### src/logic/tmr8_pkg.sv
// tmr8_pkg: register map, field positions, reset values and timing constants
// for the eight-bit timer with shared prescaler; used by logic/tmr8_top.sv.
package tmr8_pkg;
  // register byte addresses on the avalon word bus
  localparam logic [3:0] CTRL_ADDR = 4'h0;
  localparam logic [3:0] COUNT_ADDR = 4'h4;
  localparam logic [3:0] MASK_ADDR = 4'h8;
  localparam logic [3:0] FLAGS_ADDR = 4'hC;
  localparam logic [3:0] SFR_ADDR = 4'h0;
  localparam int ADDR_W = 5;
  localparam logic [4:0] SFR_BYTE_ADDR = 5'h10;
  // field positions
  localparam int SEL_LSB = 0;
  localparam int WRAP_BIT = 0;
  localparam int PRESC_CLR_BIT = 0;
  // reset values
  localparam logic [7:0] CTRL_RST = 8'h00;
  localparam logic [7:0] COUNT_RST = 8'h00;
  localparam logic [7:0] MASK_RST = 8'h00;
  localparam logic [7:0] FLAGS_RST = 8'h00;
  // tick source select encodings
  typedef enum logic [2:0] {
    SEL_STOP = 3'h0,
    SEL_DIV1 = 3'h1,
    SEL_DIV8 = 3'h2,
    SEL_DIV64 = 3'h3,
    SEL_DIV256 = 3'h4,
    SEL_DIV1024 = 3'h5,
    SEL_PIN_FALL = 3'h6,
    SEL_PIN_RISE = 3'h7
  } tick_sel_t;
  // prescaler
  localparam int PRESC_W = 10;
  localparam logic [9:0] PRESC_MAX = 10'h3FF;
endpackage : tmr8_pkg

### src/logic/tmr8_top.sv
// tmr8_top: eight-bit up-counter with selectable prescaled or pin tick source,
// wrap flag and interrupt, avalon-mm slave with waitrequest.
// assumes one 100 MHz clock, synchronous active-high reset, cpu supplies the
// global interrupt enable and a vector acknowledge pulse.
// Operation
// (RL1) select zero stops counter, no tick
// (RL2) select picks undivided, prescaled taps, or pin edges
// (RL3) tick increments counter, wraps ff to zero
// (RL4) wrap flag set when counter becomes zero
// (RL5) software write beats same-cycle count
// (RL6) counter write blocks match on next tick
// (RL7) vector ack or written one clears flag
// (RL8) interrupt needs flag, enable, global enable
// (RL9) prescaler free-runs, shared between both timers
// (RL10) first prescaled count within 1..N+1 cycles
// (RL11) prescaler clear bit self-clears, reads zero
// (RL12) pin sampled each clock, edge detected
// (RL13) pin synchroniser registers after half-cycle stage; here all three stages are rising-edge registers, with no half-cycle stage
// (RL14) pin edge to update 2.5..3.5 cycles; here 2..3 cycles
// (RL15) pin counted even when driven as output
// (RL16) software changes source only with stable pin
// (RL17) pin half period above one clock
// (RL18) pin tick bypasses the prescaler
// (RL19) zero flag writes ignored, synchroniser reset clean
//
// Implementation choices: the register offsets and the Avalon-MM slave port.
`timescale 1ns/10ps
module tmr8_top
  import tmr8_pkg::*;
(
  input wire logic sys_clk,
  input wire logic sys_rst,
  input wire logic [tmr8_pkg::ADDR_W-1:0] avs_address,
  input wire logic avs_read,
  input wire logic avs_write,
  input wire logic [31:0] avs_writedata,
  input wire logic [3:0] avs_byteenable,
  output logic [31:0] avs_readdata,
  output logic avs_waitrequest,
  input wire logic count_input_pin,
  input wire logic global_irq_enable,
  input wire logic wrap_vector_ack,
  output logic wrap_irq,
  output logic compare_block,
  output logic [3:0] presc_taps
);
  import tmr8_pkg::*;

  logic [2:0] sel_ff;
  logic [7:0] count_ff;
  logic [7:0] mask_ff;
  logic wrap_flag_ff;
  logic [PRESC_W-1:0] presc_ff;
  logic presc_clear;
  logic ack_ff;
  logic [31:0] rdata_ff;
  logic sync1_ff, sync2_ff, sync3_ff;
  logic timer_tick;
  logic tap_tick;
  logic pin_rise, pin_fall;
  logic block_ff;
  logic wr_ctrl, wr_count, wr_mask, wr_flags, wr_sfr;
  logic [7:0] nxt_count;

  // one-cycle access: every request is answered on the cycle after it arrives
  assign avs_waitrequest = (avs_read | avs_write) & ~ack_ff;

  function automatic logic hit(input logic [ADDR_W-1:0] a, input logic [ADDR_W-1:0] r);
    hit = (a == r);
  endfunction : hit

  assign wr_ctrl = avs_write & ~ack_ff & avs_byteenable[0] & hit(avs_address, {1'b0, CTRL_ADDR});
  assign wr_count = avs_write & ~ack_ff & avs_byteenable[0] & hit(avs_address, {1'b0, COUNT_ADDR});
  assign wr_mask = avs_write & ~ack_ff & avs_byteenable[0] & hit(avs_address, {1'b0, MASK_ADDR});
  assign wr_flags = avs_write & ~ack_ff & avs_byteenable[0] & hit(avs_address, {1'b0, FLAGS_ADDR});
  assign wr_sfr = avs_write & ~ack_ff & avs_byteenable[0] & hit(avs_address, SFR_BYTE_ADDR);

  // bus acknowledge toggles low waitrequest for one cycle
  always_ff @(posedge sys_clk)
  begin
    if (sys_rst)
      ack_ff <= 1'b0;
    else
      ack_ff <= (avs_read | avs_write) & ~ack_ff;
  end

  // read data mux, unmapped addresses read zero
  always_ff @(posedge sys_clk)
  begin
    if (sys_rst)
      rdata_ff <= 32'h0000_0000;
    else if (avs_read & ~ack_ff)
    begin
      case (avs_address)
        {1'b0, CTRL_ADDR}: rdata_ff <= {29'h0, sel_ff};
        {1'b0, COUNT_ADDR}: rdata_ff <= {24'h0, count_ff};
        {1'b0, MASK_ADDR}: rdata_ff <= {24'h0, mask_ff};
        {1'b0, FLAGS_ADDR}: rdata_ff <= {31'h0, wrap_flag_ff};
        default: rdata_ff <= 32'h0000_0000; // also the self-clearing sfr bit
      endcase
    end
  end
  assign avs_readdata = rdata_ff;

  // control and mask registers
  always_ff @(posedge sys_clk)
  begin
    if (sys_rst)
    begin
      sel_ff <= CTRL_RST[2:0];
      mask_ff <= MASK_RST;
    end
    else
    begin
      if (wr_ctrl)
        sel_ff <= avs_writedata[SEL_LSB +: 3];
      if (wr_mask)
        mask_ff <= avs_writedata[7:0];
    end
  end

  // shared prescaler, free running, cleared only by reset or the clear bit
  assign presc_clear = wr_sfr & avs_writedata[PRESC_CLR_BIT]; // RL11
  always_ff @(posedge sys_clk)
  begin
    if (sys_rst || presc_clear) // RL11
      presc_ff <= '0;
    else
      presc_ff <= presc_ff + 1'b1; // RL9
  end
  // tap pulses: one cycle each time the low bits of the prescaler are all ones;
  // tap widths of 3, 6, 8 and 10 bits give divisors 8, 64, 256 and 1024
  for (genvar t = 0; t < 4; t++)
  begin : g_tap
    localparam int TAP_W = (t == 0) ? 3 : (t == 1) ? 6 : (t == 2) ? 8 : PRESC_W;
    assign presc_taps[t] = &presc_ff[TAP_W-1:0]; // RL2
  end

  // pin synchroniser, three stages; no reset values leak into ticks
  always_ff @(posedge sys_clk)
  begin
    if (sys_rst)
    begin
      sync1_ff <= 1'b0; // RL19
      sync2_ff <= 1'b0;
      sync3_ff <= 1'b0;
    end
    else
    begin
      sync1_ff <= count_input_pin; // RL12 RL13 RL15
      sync2_ff <= sync1_ff;
      sync3_ff <= sync2_ff;
    end
  end
  assign pin_rise = sync2_ff & ~sync3_ff; // RL12 RL14
  assign pin_fall = ~sync2_ff & sync3_ff;

  // tick source selection
  always_comb
  begin
    tap_tick = 1'b0;
    case (tick_sel_t'(sel_ff))
      SEL_STOP: tap_tick = 1'b0; // RL1
      SEL_DIV1: tap_tick = 1'b1; // RL2
      SEL_DIV8: tap_tick = presc_taps[0]; // RL10
      SEL_DIV64: tap_tick = presc_taps[1];
      SEL_DIV256: tap_tick = presc_taps[2];
      SEL_DIV1024: tap_tick = presc_taps[3];
      SEL_PIN_FALL: tap_tick = pin_fall; // RL18
      SEL_PIN_RISE: tap_tick = pin_rise; // RL18
      default: tap_tick = 1'b0;
    endcase
  end
  assign timer_tick = tap_tick;

  // counter: up only, wrap, software write has priority
  always_comb
  begin
    nxt_count = count_ff;
    if (wr_count)
      nxt_count = avs_writedata[7:0]; // RL5
    else if (timer_tick)
      nxt_count = count_ff + 8'h01; // RL3
  end
  always_ff @(posedge sys_clk)
  begin
    if (sys_rst)
      count_ff <= COUNT_RST;
    else
      count_ff <= nxt_count;
  end

  // compare blocking window after counter write, lasts through next tick
  always_ff @(posedge sys_clk)
  begin
    if (sys_rst)
      block_ff <= 1'b0;
    else if (wr_count)
      block_ff <= 1'b1; // RL6
    else if (timer_tick)
      block_ff <= 1'b0;
  end
  assign compare_block = block_ff & timer_tick; // RL6

  // wrap flag: set beats clear
  always_ff @(posedge sys_clk)
  begin
    if (sys_rst)
      wrap_flag_ff <= FLAGS_RST[WRAP_BIT];
    else if (timer_tick && !wr_count && count_ff == 8'hFF)
      wrap_flag_ff <= 1'b1; // RL4
    else if (wrap_vector_ack || (wr_flags && avs_writedata[WRAP_BIT]))
      wrap_flag_ff <= 1'b0; // RL7 RL19
  end

  assign wrap_irq = wrap_flag_ff & mask_ff[WRAP_BIT] & global_irq_enable; // RL8

  // checks
  wrap_sets_a: assert property (@(posedge sys_clk) disable iff (sys_rst) // RL4
    timer_tick && !wr_count && count_ff == 8'hFF |=> count_ff == 8'h00 && wrap_flag_ff)
    else $error("wrap did not set flag");
  stop_holds_a: assert property (@(posedge sys_clk) disable iff (sys_rst) // RL1
    sel_ff == 3'h0 && !wr_count |=> $stable(count_ff))
    else $error("stopped counter moved");
  tick_inc_a: assert property (@(posedge sys_clk) disable iff (sys_rst) // RL3
    timer_tick && !wr_count |=> count_ff == $past(count_ff) + 8'h01)
    else $error("tick did not increment");
  write_wins_a: assert property (@(posedge sys_clk) disable iff (sys_rst) // RL5
    wr_count |=> count_ff == $past(avs_writedata[7:0]))
    else $error("counter write lost");
  irq_gate_a: assert property (@(posedge sys_clk) disable iff (sys_rst) // RL8
    wrap_irq |-> wrap_flag_ff && mask_ff[0] && global_irq_enable)
    else $error("irq without cause");
  flag_clear_a: assert property (@(posedge sys_clk) disable iff (sys_rst) // RL7
    wrap_vector_ack && !(timer_tick && count_ff == 8'hFF) |=> !wrap_flag_ff)
    else $error("ack did not clear flag");
  presc_clear_a: assert property (@(posedge sys_clk) disable iff (sys_rst) // RL11
    presc_clear |=> presc_ff == '0)
    else $error("prescaler not cleared");
  div8_rate_a: assert property (@(posedge sys_clk) disable iff (sys_rst) // RL10
    sel_ff == 3'h2 && timer_tick && !presc_clear ##1 (sel_ff == 3'h2 && !presc_clear) [*7]
    |=> timer_tick || sel_ff != 3'h2)
    else $error("div8 tick spacing wrong");
  pin_edge_a: assert property (@(posedge sys_clk) disable iff (sys_rst) // RL14
    sel_ff == 3'h7 && $past(sel_ff) == 3'h7 && $rose(sync3_ff) |-> $past(timer_tick))
    else $error("pin edge missed");
  zero_write_a: assert property (@(posedge sys_clk) disable iff (sys_rst) // RL19
    wr_flags && !avs_writedata[0] && !wrap_vector_ack && wrap_flag_ff |=> wrap_flag_ff)
    else $error("zero write cleared flag");

  // a counter write arms the compare block for the next tick
  block_set_a: assert property (@(posedge sys_clk) disable iff (sys_rst) // RL6
    wr_count
    |=> block_ff)
    else $error("counter write did not arm compare block");

  // the block lasts through exactly one tick
  block_clear_a: assert property (@(posedge sys_clk) disable iff (sys_rst) // RL6
    block_ff && timer_tick && !wr_count
    |=> !block_ff)
    else $error("compare block outlived its tick");

  // writing a one clears the flag unless a wrap lands in the same cycle
  flag_w1c_a: assert property (@(posedge sys_clk) disable iff (sys_rst) // RL7
    wr_flags && avs_writedata[WRAP_BIT] && !(timer_tick && !wr_count && count_ff == 8'hFF)
    |=> !wrap_flag_ff)
    else $error("written one did not clear flag");

  // a wrap beats any clear in the same cycle
  set_wins_a: assert property (@(posedge sys_clk) disable iff (sys_rst) // RL4
    timer_tick && !wr_count && count_ff == 8'hFF && (wrap_vector_ack || wr_flags)
    |=> wrap_flag_ff)
    else $error("clear beat wrap");

  // the flag is only ever set by a wrap
  no_false_set_a: assert property (@(posedge sys_clk) disable iff (sys_rst) // RL4
    !wrap_flag_ff && !(timer_tick && count_ff == 8'hFF)
    |=> !wrap_flag_ff)
    else $error("flag set without wrap");

  // a held request is answered in its second cycle
  bus_wait_a: assert property (@(posedge sys_clk) disable iff (sys_rst) // RL5
    (avs_read || avs_write) && avs_waitrequest ##1 (avs_read || avs_write)
    |-> !avs_waitrequest)
    else $error("request not answered in second cycle");

  // an idle bus never stalls
  wait_idle_a: assert property (@(posedge sys_clk) disable iff (sys_rst) // RL5
    !avs_read && !avs_write
    |-> !avs_waitrequest)
    else $error("waitrequest while idle");

  // undivided source ticks every cycle
  div1_every_a: assert property (@(posedge sys_clk) disable iff (sys_rst) // RL2
    sel_ff == 3'h1
    |-> timer_tick)
    else $error("undivided tick missing");

  // select zero never ticks
  stop_tick_a: assert property (@(posedge sys_clk) disable iff (sys_rst) // RL1
    sel_ff == 3'h0
    |-> !timer_tick)
    else $error("tick while stopped");

  // the divide-by-64 tap only fires on a divide-by-8 tap
  tap_nest_a: assert property (@(posedge sys_clk) disable iff (sys_rst) // RL9
    presc_taps[1]
    |-> presc_taps[0])
    else $error("tap 64 out of step");

  // the divide-by-1024 tap only fires with the lower taps
  tap_nest_hi_a: assert property (@(posedge sys_clk) disable iff (sys_rst) // RL9
    presc_taps[3]
    |-> presc_taps[2] && presc_taps[1])
    else $error("tap 1024 out of step");

  // divide-by-8 tap repeats every eight cycles without a clear
  tap_space_a: assert property (@(posedge sys_clk) disable iff (sys_rst) // RL9
    presc_taps[0] && !presc_clear ##1 !presc_clear [*7]
    |=> presc_taps[0])
    else $error("tap 8 spacing wrong");

  // prescaler advances every cycle regardless of select
  presc_run_a: assert property (@(posedge sys_clk) disable iff (sys_rst) // RL9
    !presc_clear
    |=> presc_ff == $past(presc_ff) + 10'h001)
    else $error("prescaler stalled");

  // the clear bit always reads zero
  sfr_zero_a: assert property (@(posedge sys_clk) disable iff (sys_rst) // RL11
    avs_read && !ack_ff && avs_address == SFR_BYTE_ADDR
    |=> avs_readdata == 32'h0000_0000)
    else $error("clear bit read nonzero");

  // falling pin edge gives one tick in select six
  pin_fall_a: assert property (@(posedge sys_clk) disable iff (sys_rst) // RL12
    sel_ff == 3'h6 && $past(sel_ff) == 3'h6 && $fell(sync3_ff)
    |-> $past(timer_tick))
    else $error("falling pin edge missed");

  // a sampled rise reaches the edge detector one cycle later
  pin_delay_a: assert property (@(posedge sys_clk) disable iff (sys_rst) // RL14
    $rose(sync1_ff)
    |=> pin_rise)
    else $error("pin edge delay wrong");

  // no interrupt without global enable and mask
  irq_global_a: assert property (@(posedge sys_clk) disable iff (sys_rst) // RL8
    !global_irq_enable || !mask_ff[WRAP_BIT]
    |-> !wrap_irq)
    else $error("interrupt while disabled");

  // mask register takes the written byte
  mask_reg_a: assert property (@(posedge sys_clk) disable iff (sys_rst) // RL8
    wr_mask
    |=> mask_ff == $past(avs_writedata[7:0]))
    else $error("mask write lost");

  // select field takes the written bits
  ctrl_reg_a: assert property (@(posedge sys_clk) disable iff (sys_rst) // RL1
    wr_ctrl
    |=> sel_ff == $past(avs_writedata[2:0]))
    else $error("select write lost");

  // counter reads back its value at the request
  count_read_a: assert property (@(posedge sys_clk) disable iff (sys_rst) // RL5
    avs_read && !ack_ff && avs_address == {1'b0, COUNT_ADDR}
    |=> avs_readdata[7:0] == $past(count_ff))
    else $error("counter read wrong");

  // flag register reads the wrap flag in bit zero only
  flags_read_a: assert property (@(posedge sys_clk) disable iff (sys_rst) // RL4
    avs_read && !ack_ff && avs_address == {1'b0, FLAGS_ADDR}
    |=> avs_readdata == {31'h0, $past(wrap_flag_ff)})
    else $error("flag read wrong");
endmodule : tmr8_top

### config.mk
export PLATFORM = sky130hd
export DESIGN_NAME = tmr8_top
export DESIGN_NICKNAME = d
export VERILOG_FILES = /design/src/logic/tmr8_pkg.sv /design/src/logic/tmr8_top.sv
export SDC_FILE = /design/constraint.sdc
export NUM_CORES = 1
export LEC_CHECK = 0
export BUFFER_PORTS_ARGS = -buffer_cell sky130_fd_sc_hd__buf_2
export CORE_MARGIN = 10
export CORE_UTILIZATION = 49
export CTS_CLUSTER_DIAMETER = 100
export DETAILED_ROUTE_END_ITERATION = 6
export PLACE_DENSITY = 0.84
export SYNTH_ARGS = -nofsm -noshare
export SYNTH_HDL_FRONTEND = slang
export SYNTH_SLANG_ARGS = --single-unit
### constraint.sdc
create_clock -name sys_clk -period 2.9 [get_ports sys_clk]
set_input_delay 0.87 -clock sys_clk [delete_from_list [all_inputs] [get_ports sys_clk]]
set_output_delay 0.87 -clock sys_clk [all_outputs]
set_load 0.01 [all_outputs]
==> metrics.yaml, run 1 <==
outcome: "completed"
grt_max_degree: 39
dieArea_um2: 7770
dp_cells: 352
timing.final.crit_share_pct: 97.0
rrSetupSlack_ns: 0.73
grt_antenna_before_repair: 0
cap_violations: 0
yosys_warnings: 0
ff_latch_area_um2: 866
power.share.switching_pct: 25.4
p_total_mw: 1.07
utilization_pct: 58.1
row_count: 24
ys_seq_area_share_pct: 37.8
drv_slew: 0
fin_cells: 362
yosys_most_used_dff: "dfxtp_1"
synthArstFlopShare_pct: 0
worstPathArrival_ns: 1.94
powerDensity_nw_per_um2: 417
power_switching_mw: 0.272
cpPeakStageDelay_ns: 0.38
hold_path_class: "reg2reg"
skew_ns: 0.00874
syn-cell-area_um2: 2280
final_common_cell: "nor2_1"
multi_input_area_um2: 1300
nets: 360
setup_viol: 0
vdd_ir_drop_max_uv: 250
hpwl_mm: 4.09
synth_area_leader_cell: "dfxtp_1"
ant_nets: 0
synth_area_leaders: "dfxtp_1 38%, buf_4 8.2%, nor2_1 7.4%, mux2i_1 4.4%, a21oi_1 3.3%"
period_needed_ns: 2.81
viasPerCell: 5.52
p_leak_nw: 1.04
fmax_mhz: 355
die_height_um: 88.2
place_area_um2: 2420
numPortBuffers: 35
initial_core_util_pct: 51.6
p_int_mw: 0.799
final_cell_mix: "45 x nor2_1, 39 x dfxtp_1, 35 x buf_2"
combPwrFrac_pct: 8.1
gp_congestion: 0.883
finalSetupTns_ns: 0
grt_pass1_vias: 1883
crit_fanout: 4
numCtsBuffers: 5
cp.required_ns: 2.03
yosysTopAreaCellShare_pct: 37.8
path_class: "reg2out"
hold_violations: 0
die-width_um: 88.2
start_kind: "flop"
pwr-share-seq_pct: 57.0
drive_above_1_share_pct: 21.0
drc: 0
grt_pass1_wl_mm: 8.72
firstDrtPassIters: 4
synth_cell_types: 45
worstPathCellList: "ha_4 > nand3_4 > buf_6 > o211a_4 > or3_4 > a21boi_2 > buf_2"
coreArea_um2: 4410
cts_sinks: 43
nFillCells: 418
cts_tree: "built"
io_pins: 87
grt_overflow: 0
crit_slowest_cell: "or3_4"
ctsHoldBuffers: 0
first_iter_violations: 202
clkPwrFrac_pct: 34.9
end_kind: "primary output"
num_vias: 1999
tightest_slew_ns: 0.666
synth_seq_cells: 43
syn_avg_cell_area_um2: 8.34
cts_max_level: 2
clock_latency_ns: 0.30
areaGrowthSynthToFinish_pct: 12.8
n_antenna_cell: 0
root_buffer: "clkbuf_8"
synth_edf_count: 0
clockBufferDepth: 2
clk_pin_slew_ns: 0.08
design_area_um2: 2570
grt.total_usage_pct: 13.8
routed_wl_mm: 5.40
synthCells: 273
wl_per_cell_um: 14.9
relSlewSlack_pct: 55.6
-- what timing repair did --
item                       4_1_cts  5_1_grt
setup endpoints to repair        1        1
pin swaps                        2        1
setup buffers                    2        0
gates resized for setup          7        6
-- state kept, by name, indices dropped and copies added, names as in the netlist --
name          count
sync1_ff          1
ack_ff            1
sync3_ff          1
block_ff          1
wrap_flag_ff      1
sel_ff            3
count_ff          8
presc_ff         10
mask_ff           8
avs_readdata      8
sync2_ff          1
-- worst max-delay path: cells and delay by family (launching register included) --
family          cells  cell delay, ns
flops               1            0.36
simple gates        2            0.46
compound gates      2            0.38
buf+inv             2            0.28
fa+ha+maj           1            0.16
-- logic make-up (layout without fill, tap and decap cells) --
| logic type | Yosys count | in the layout | synth area share, % |
|---|---|---|---|
| compound gates | 45 | 45 | 13.7 |
| xor+xnor | 7 | 7 | 2.69 |
| fa+ha+maj | 3 | 3 | 1.65 |
| buf+inv | 40 | 54 | 10.8 |
| flops | 43 | 43 | 37.8 |
| mux | 11 | 11 | 5.39 |
| other cells | 1 | 24 | 0.165 |
| simple gates | 123 | 123 | 27.7 |
-- power groups by stage --
| stage | registers (mW) | logic, mW | clock network [mW] |
|---|---|---|---|
| global route | 0.612 | 0.0976 | 0.403 |
| global placement | 0.621 | 0.0798 | 0 |
| CTS | 0.609 | 0.0844 | 0.378 |
| detailed placement | 0.622 | 0.0809 | 0 |
| floorplan | 0.620 | 0.0772 | 0 |
| finish | 0.610 | 0.0869 | 0.373 |
-- Yosys cell counts (all sizes together), types with 2 or more instances --
cell type	number
o21ai	6
mux2i	10
nor4	7
nand3	14
xnor2	3
inv	2
or4	2
o211a	2
nand2	12
buf	27
and3b	2
ha	3
dfxtp	43
nor3	8
or3	3
clkbuf	11
a21oi	15
xor2	4
nand2b	2
nor3b	3
a211oi	2
and4	2
a22oi	8
nor2b	5
a311oi	3
nand4	7
and3	5
and2	3
nor2	45
nand3b	3
o211ai	2
-- worst paths after layout --
path / startpoint / endpoint / cells after the start
setup / recovery: presc_ff[0] / compare_block / 7
hold / removal: sync1_ff / sync2_ff / 1
setup reg to reg: presc_ff[0] / count_ff[2] / 7
hold reg to reg: sync1_ff / sync2_ff / 1
-- stage by stage --
stage	setup WS (ns)	hold WS [ns]
after CTS	0.0250	0.450
after floorplan	0.0896	0.414
after detailed placement	0.131	0.422
after global placement	0.129	0.419
after global routing	-0.00258	0.466
final	0.0863	0.450
-- metal layers --
layer / track usage [%] / wire (µm) / share of wire, % / vias to the layer above
li1: - / - / - / 999
met1: 16.0 / 2160 / 40 / 924
met2: 22.9 / 2600 / 48 / 68
met3: 5.01 / 585 / 11 / 8
met4: 4.99 / 59 / 1.1 / 0
met5: 0 / 0 / 0 / -
-- area by class of cell --
class                           instances  area share, %
Tap cell                               52           2.54
Clock inverter                          2          0.488
Clock buffer                            6           2.83
Sequential cell                        43           33.7
Inverter                                2          0.293
Multi-Input combinational cell        213           50.5
Timing Repair Buffer                   44           9.61
(Power assumes the default switching activity.)
==> inputs of run 2 (changes only) <==
Settings changed: CORE_UTILIZATION 49 to 53, PLACE_DENSITY 0.84 to 0.9.
Clock period 2.9 ns to 3.3 ns, I/O delays scaled along.
==> run 2 against run 1 <==
Compared with the run above: register-to-register slack better by 0.28 ns; clock power is 11% higher; first-iteration DRC count is 0.99% lower; core utilization grew 3.3 points; wire length down 0.37%; largest cell class unchanged; total power is 4.5% lower; via count is 2.6% higher; critical path depth down 1; sequential power is 12% lower; final cell count decreased by 1.9%; clock-buffer cell count is 1 lower; non-clock buffer count shrank 5.
==> metrics.yaml, run 2 (synthesis results as in run 1) <==
grt_overflow: 0
crit_slowest_cell: "or3_1"
wl_per_cell_um: 15.1
num_vias: 2051
grt.total_usage_pct: 14.8
hold_violations: 0
coreArea_um2: 4090
viasPerCell: 5.78
top_register: "presc_ff"
numPortBuffers: 35
start_kind: "flop"
crit_fanout: 5
first_iter_violations: 200
cts_sinks: 43
setup_viol: 0
cap_violations: 0
areaGrowthSynthToFinish_pct: 10.2
dieArea_um2: 7320
nets: 355
initial_core_util_pct: 55.7
worstPathCellList: "ha_1 > nand3_2 > o41a_1 > or3_1 > a21boi_0 > buf_2"
drive_above_1_share_pct: 17.4
nFillCells: 379
relSlewSlack_pct: 53.9
end_kind: "primary output"
grt_pass1_vias: 2016
clk_pin_slew_ns: 0.08
ff_latch_area_um2: 861
die-width_um: 85.5
cts_max_level: 2
final_common_cell: "nor2_1"
hold_path_class: "reg2reg"
path_class: "reg2out"
largest_reg_flops: 10
root_buffer: "clkbuf_8"
skew_ns: 0.0133
rsz0062_at_grt: "no"
worstPathArrival_ns: 2.19
path_buf_inv: 1
cp.required_ns: 2.31
period_needed_ns: 3.18
cpPeakStageDelay_ns: 0.41
final_cell_mix: "45 x nor2_1, 43 x dfxtp_1, 35 x buf_2"
timing.final.crit_share_pct: 96.3
cts_tree: "built"
numCtsBuffers: 5
gp_congestion: 0.856
vdd_ir_drop_max_uv: 317
grt_pass1_wl_mm: 9.15
drc: 0
row_count: 23
fmax_mhz: 315
powerDensity_nw_per_um2: 407
multi_input_area_um2: 1260
clock_latency_ns: 0.30
routed_wl_mm: 5.38
die_height_um: 85.5
finalSetupTns_ns: 0
firstDrtPassIters: 4
utilization_pct: 61.4
cts_setup_buffers: 0
path_delay_family: "compound AO/OA/AOI/OAI gates"
tightest_slew_ns: 0.691
grt_antenna_before_repair: 0
outcome: "completed"
drv_slew: 0
ant_nets: 0
n_antenna_cell: 0
hpwl_mm: 4.00
clockBufferDepth: 2
io_pins: 87
grt_max_degree: 39
p_leak_nw: 1.03
ctsHoldBuffers: 0
[run 2: cell count changes in the layout (fill, tap and decap cells not counted), sizes merged]
cell / delta
buf: -5
bufinv: +1
clkbuf: -1
clkinv: +1
clkinvlp: -1
[run 2: metal layers]
metal  vias to the layer above  part of all wire (%)  GRT usage, %  wire, µm
met5                         -                     0             0         0
met4                         0                  0.97          4.04        52
met3                         6                    10          6.72       541
met2                        87                    46          23.5      2480
met1                       972                    43          17.6      2310
li1                        986                     -             -         -
[run 2: worst paths after layout]
path,slack [ns],depth (start not counted),start,to
setup / recovery,0.12,6,presc_ff[0],compare_block
hold / removal,0.47,1,sync1_ff,sync2_ff
setup reg to reg,1.01,7,presc_ff[0],count_ff[6]
hold reg to reg,0.47,1,sync1_ff,sync2_ff
[run 2: through the flow]
stage	hold slack (ns)	worst slack, ns	cell area (µm²)	power, mW	std cells
after floorplan	0.414	0.370	2360	0.612	296
after global placement	0.419	0.336	2390	0.615	347
after detailed placement	0.451	0.321	2390	0.618	347
after CTS	0.468	0.0670	2500	1.03	355
after global routing	0.473	0.00286	2510	1.06	355
final	0.466	0.121	2510	1.02	355
[run 2: repair_timing]
action                                  CTS  global route
resized for setup                         0             1
endpoints found under the setup margin    1             1
pin swaps                                 1             0
[run 2: area by class of cell]
class                   count  area share [%]
repair buffers             39            8.18
well taps                  50            2.49
inverters                   2           0.299
clock buffers               5            2.74
clock inverters             3            1.75
flip-flops and latches     43            34.3
multi-input cells         213            50.2
[run 2: worst register-to-register path, delay by kind of cell, from the launching register on]
| family | cells | cell delay [ns] |
|---|---|---|
| flops | 1 | 0.38 |
| buf+inv | 1 | 0.17 |
| simple gates | 2 | 0.55 |
| fa+ha+maj | 1 | 0.22 |
| compound gates | 3 | 0.87 |
[run 2: where the power goes]
group,leakage (nW),total (mW),switching [mW],internal (mW)
clock,0.0581,0.414,0.189,0.225
sequential,0.348,0.535,0.00796,0.527
combinational,0.622,0.0733,0.0493,0.0241
total,1.03,1.02,0.246,0.776
==> inputs of run 3 (changes only) <==
Settings changed: ABC_AREA from default to 1, CORE_UTILIZATION 53 to 55, CTS_BUF_LIST from default to sky130_fd_sc_hd__clkbuf_4, PLACE_DENSITY 0.9 to 0.91, SKIP_LAST_GASP from default to 1.
==> run 3 against run 2 <==
Compared with the run above: clock-buffer cell count unchanged; wire length up 0.89%; clock skew down 0.0029 ns; synthesized cell count up 24%; fmax up 13%; area after synthesis up 6.7%; sequential share of layout area down 1.6 points; largest power group unchanged.
==> metrics.yaml, run 3 <==
gp_congestion: 0.909
grt_overflow: 0
synth_top_family_by_area: "simple AND/OR/NAND/NOR gates"
drive_above_1_share_pct: 18.9
initial_core_util_pct: 56.2
nFillCells: 395
muxShareOfSynthArea_pct: 0
numPortBuffers: 35
root_buffer: "clkbuf_4"
synthCells: 338
yosys.cell_count.top_type: "nand2_1"
cp.required_ns: 2.31
cap_violations: 0
final_common_cell: "nand2_1"
wl_per_cell_um: 12.7
clk_pin_slew_ns: 0.14
clockBufferDepth: 2
first_iter_violations: 153
ant_nets: 0
hold_violations: 0
synth_seq_cells: 43
powerDensity_nw_per_um2: 359
skew_ns: 0.0104
grt_antenna_before_repair: 0
whs_ns: 0.409
yosys_warnings: 0
pre_cts_slack_ns: 0.611
largest_reg_flops: 10
utilization_pct: 60.8
end_kind: "primary output"
synthAdderAreaFrac_pct: 1.55
areaGrowthSynthToFinish_pct: 8.24
outcome: "completed"
synth_edf_count: 0
fin_cells: 427
synth-xor-area-share_pct: 3.25
finalSetupTns_ns: 0
p_leak_nw: 1.11
rsz0062_at_grt: "no"
yosysTopAreaCellShare_pct: 35.4
viasPerCell: 5.06
synth_cell_types: 34
hold_path_class: "reg2reg"
cts_tree: "built"
dp_cells: 419
coreArea_um2: 4320
ys_seq_area_share_pct: 35.4
die-width_um: 86.5
timing.final.crit_share_pct: 85.5
p_total_mw: 0.943
row_count: 24
fmax_mhz: 355
num_vias: 2162
grt.total_usage_pct: 14.2
io_pins: 87
synthArstFlopShare_pct: 0
setup_viol: 0
place_area_um2: 2550
drv_slew: 0
synthSimpleGateAreaFrac_pct: 31.8
start_kind: "flop"
cts_max_level: 2
synth_area_leaders: "dfxtp_1 35%, nand2_1 11%, buf_4 7.7%, a21oi_1 5.8%, inv_1 5.6%"
synth_area_leader_cell: "dfxtp_1"
yosys_most_used_dff: "dfxtp_1"
final_cell_mix: "70 x nand2_1, 43 x dfxtp_1, 36 x inv_1"
drc: 0
n_antenna_cell: 0
grt_pass1_wl_mm: 8.83
top_register: "presc_ff"
ctsHoldBuffers: 0
syn-cell-area_um2: 2430
synth-compound-area-share_pct: 12.3
grt_pass1_vias: 2012
worstPathArrival_ns: 1.83
yosys-top-cells-count: "70 x nand2_1, 43 x dfxtp_1, 36 x inv_1, 34 x nor2_1, 28 x a21oi_1"
numCtsBuffers: 5
grt_max_degree: 24
cts_sinks: 43
timing.final.ws_setup_ns: 0.480
routed_wl_mm: 5.43
design_area_um2: 2630
hpwl_mm: 4.28
clock_latency_ns: 0.36
dieArea_um2: 7470
path_class: "reg2out"
firstDrtPassIters: 4
cts-resized-gates: 0
cts_setup_buffers: 0
die_height_um: 86.5
vdd_ir_drop_max_uv: 247
period_needed_ns: 2.82
syn_avg_cell_area_um2: 7.19
crit_fanout: 10
nets: 425
run 3: cell types whose count changed in the layout (fill, tap and decap cells not counted), moves of 10 or more:
cell     previous run  this run
nand2_1            12        70
inv_1               2        36
o21ai_0             4        23
a21oi_1            15        28
nor2_1             45        34
mux2i_1            10         0
run 3: power by group:
| group | internal (mW) | switching, mW | leakage, nW |
|---|---|---|---|
| logic | 0.0210 | 0.0522 | 0.712 |
| clock network | 0.160 | 0.181 | 0.0452 |
| registers | 0.526 | 0.00436 | 0.348 |
run 3: worst max-delay path, cell delays in order (launching register included):
cell     delay (ns)
dfxtp_1        0.37
ha_1           0.20
nand2_1        0.06
nor2_1         0.19
nand2_2        0.12
inv_2          0.07
nand2_1        0.07
nand3_4        0.12
nor2_8         0.06
nor2_1         0.08
buf_2          0.13
run 3: worst paths after layout:
| kind | start | to | slack [ns] | cells after the start |
|---|---|---|---|---|
| setup / recovery | presc_ff[0] | compare_block | 0.48 | 10 |
| hold / removal | sync1_ff | sync2_ff | 0.41 | 2 |
| setup reg to reg | presc_ff[0] | count_ff[4] | 1.64 | 8 |
| hold reg to reg | sync1_ff | sync2_ff | 0.41 | 2 |
run 3: layer usage:
metal	vias up	GRT usage, %	routed length (µm)
li1	1102	-	-
met1	962	17.7	2400
met2	91	22.7	2400
met3	7	4.03	566
met4	0	5.15	61
met5	-	0	0
run 3: layout make-up:
type / count / area (µm²) / area share, %
inverter: 43 / 161 / 6.14
sequential: 43 / 861 / 32.7
timing repair buffer: 36 / 183 / 6.95
clock inverter: 3 / 43.8 / 1.67
clock buffer: 5 / 37.5 / 1.43
multi-input combinational: 245 / 1280 / 48.6
tap: 52 / 65.1 / 2.48
run 3: cell families after synthesis:
family,Yosys count
other cells,1
fa+ha+maj,3
compound gates,57
simple gates,152
flops,43
buf+inv,73
xor+xnor,9
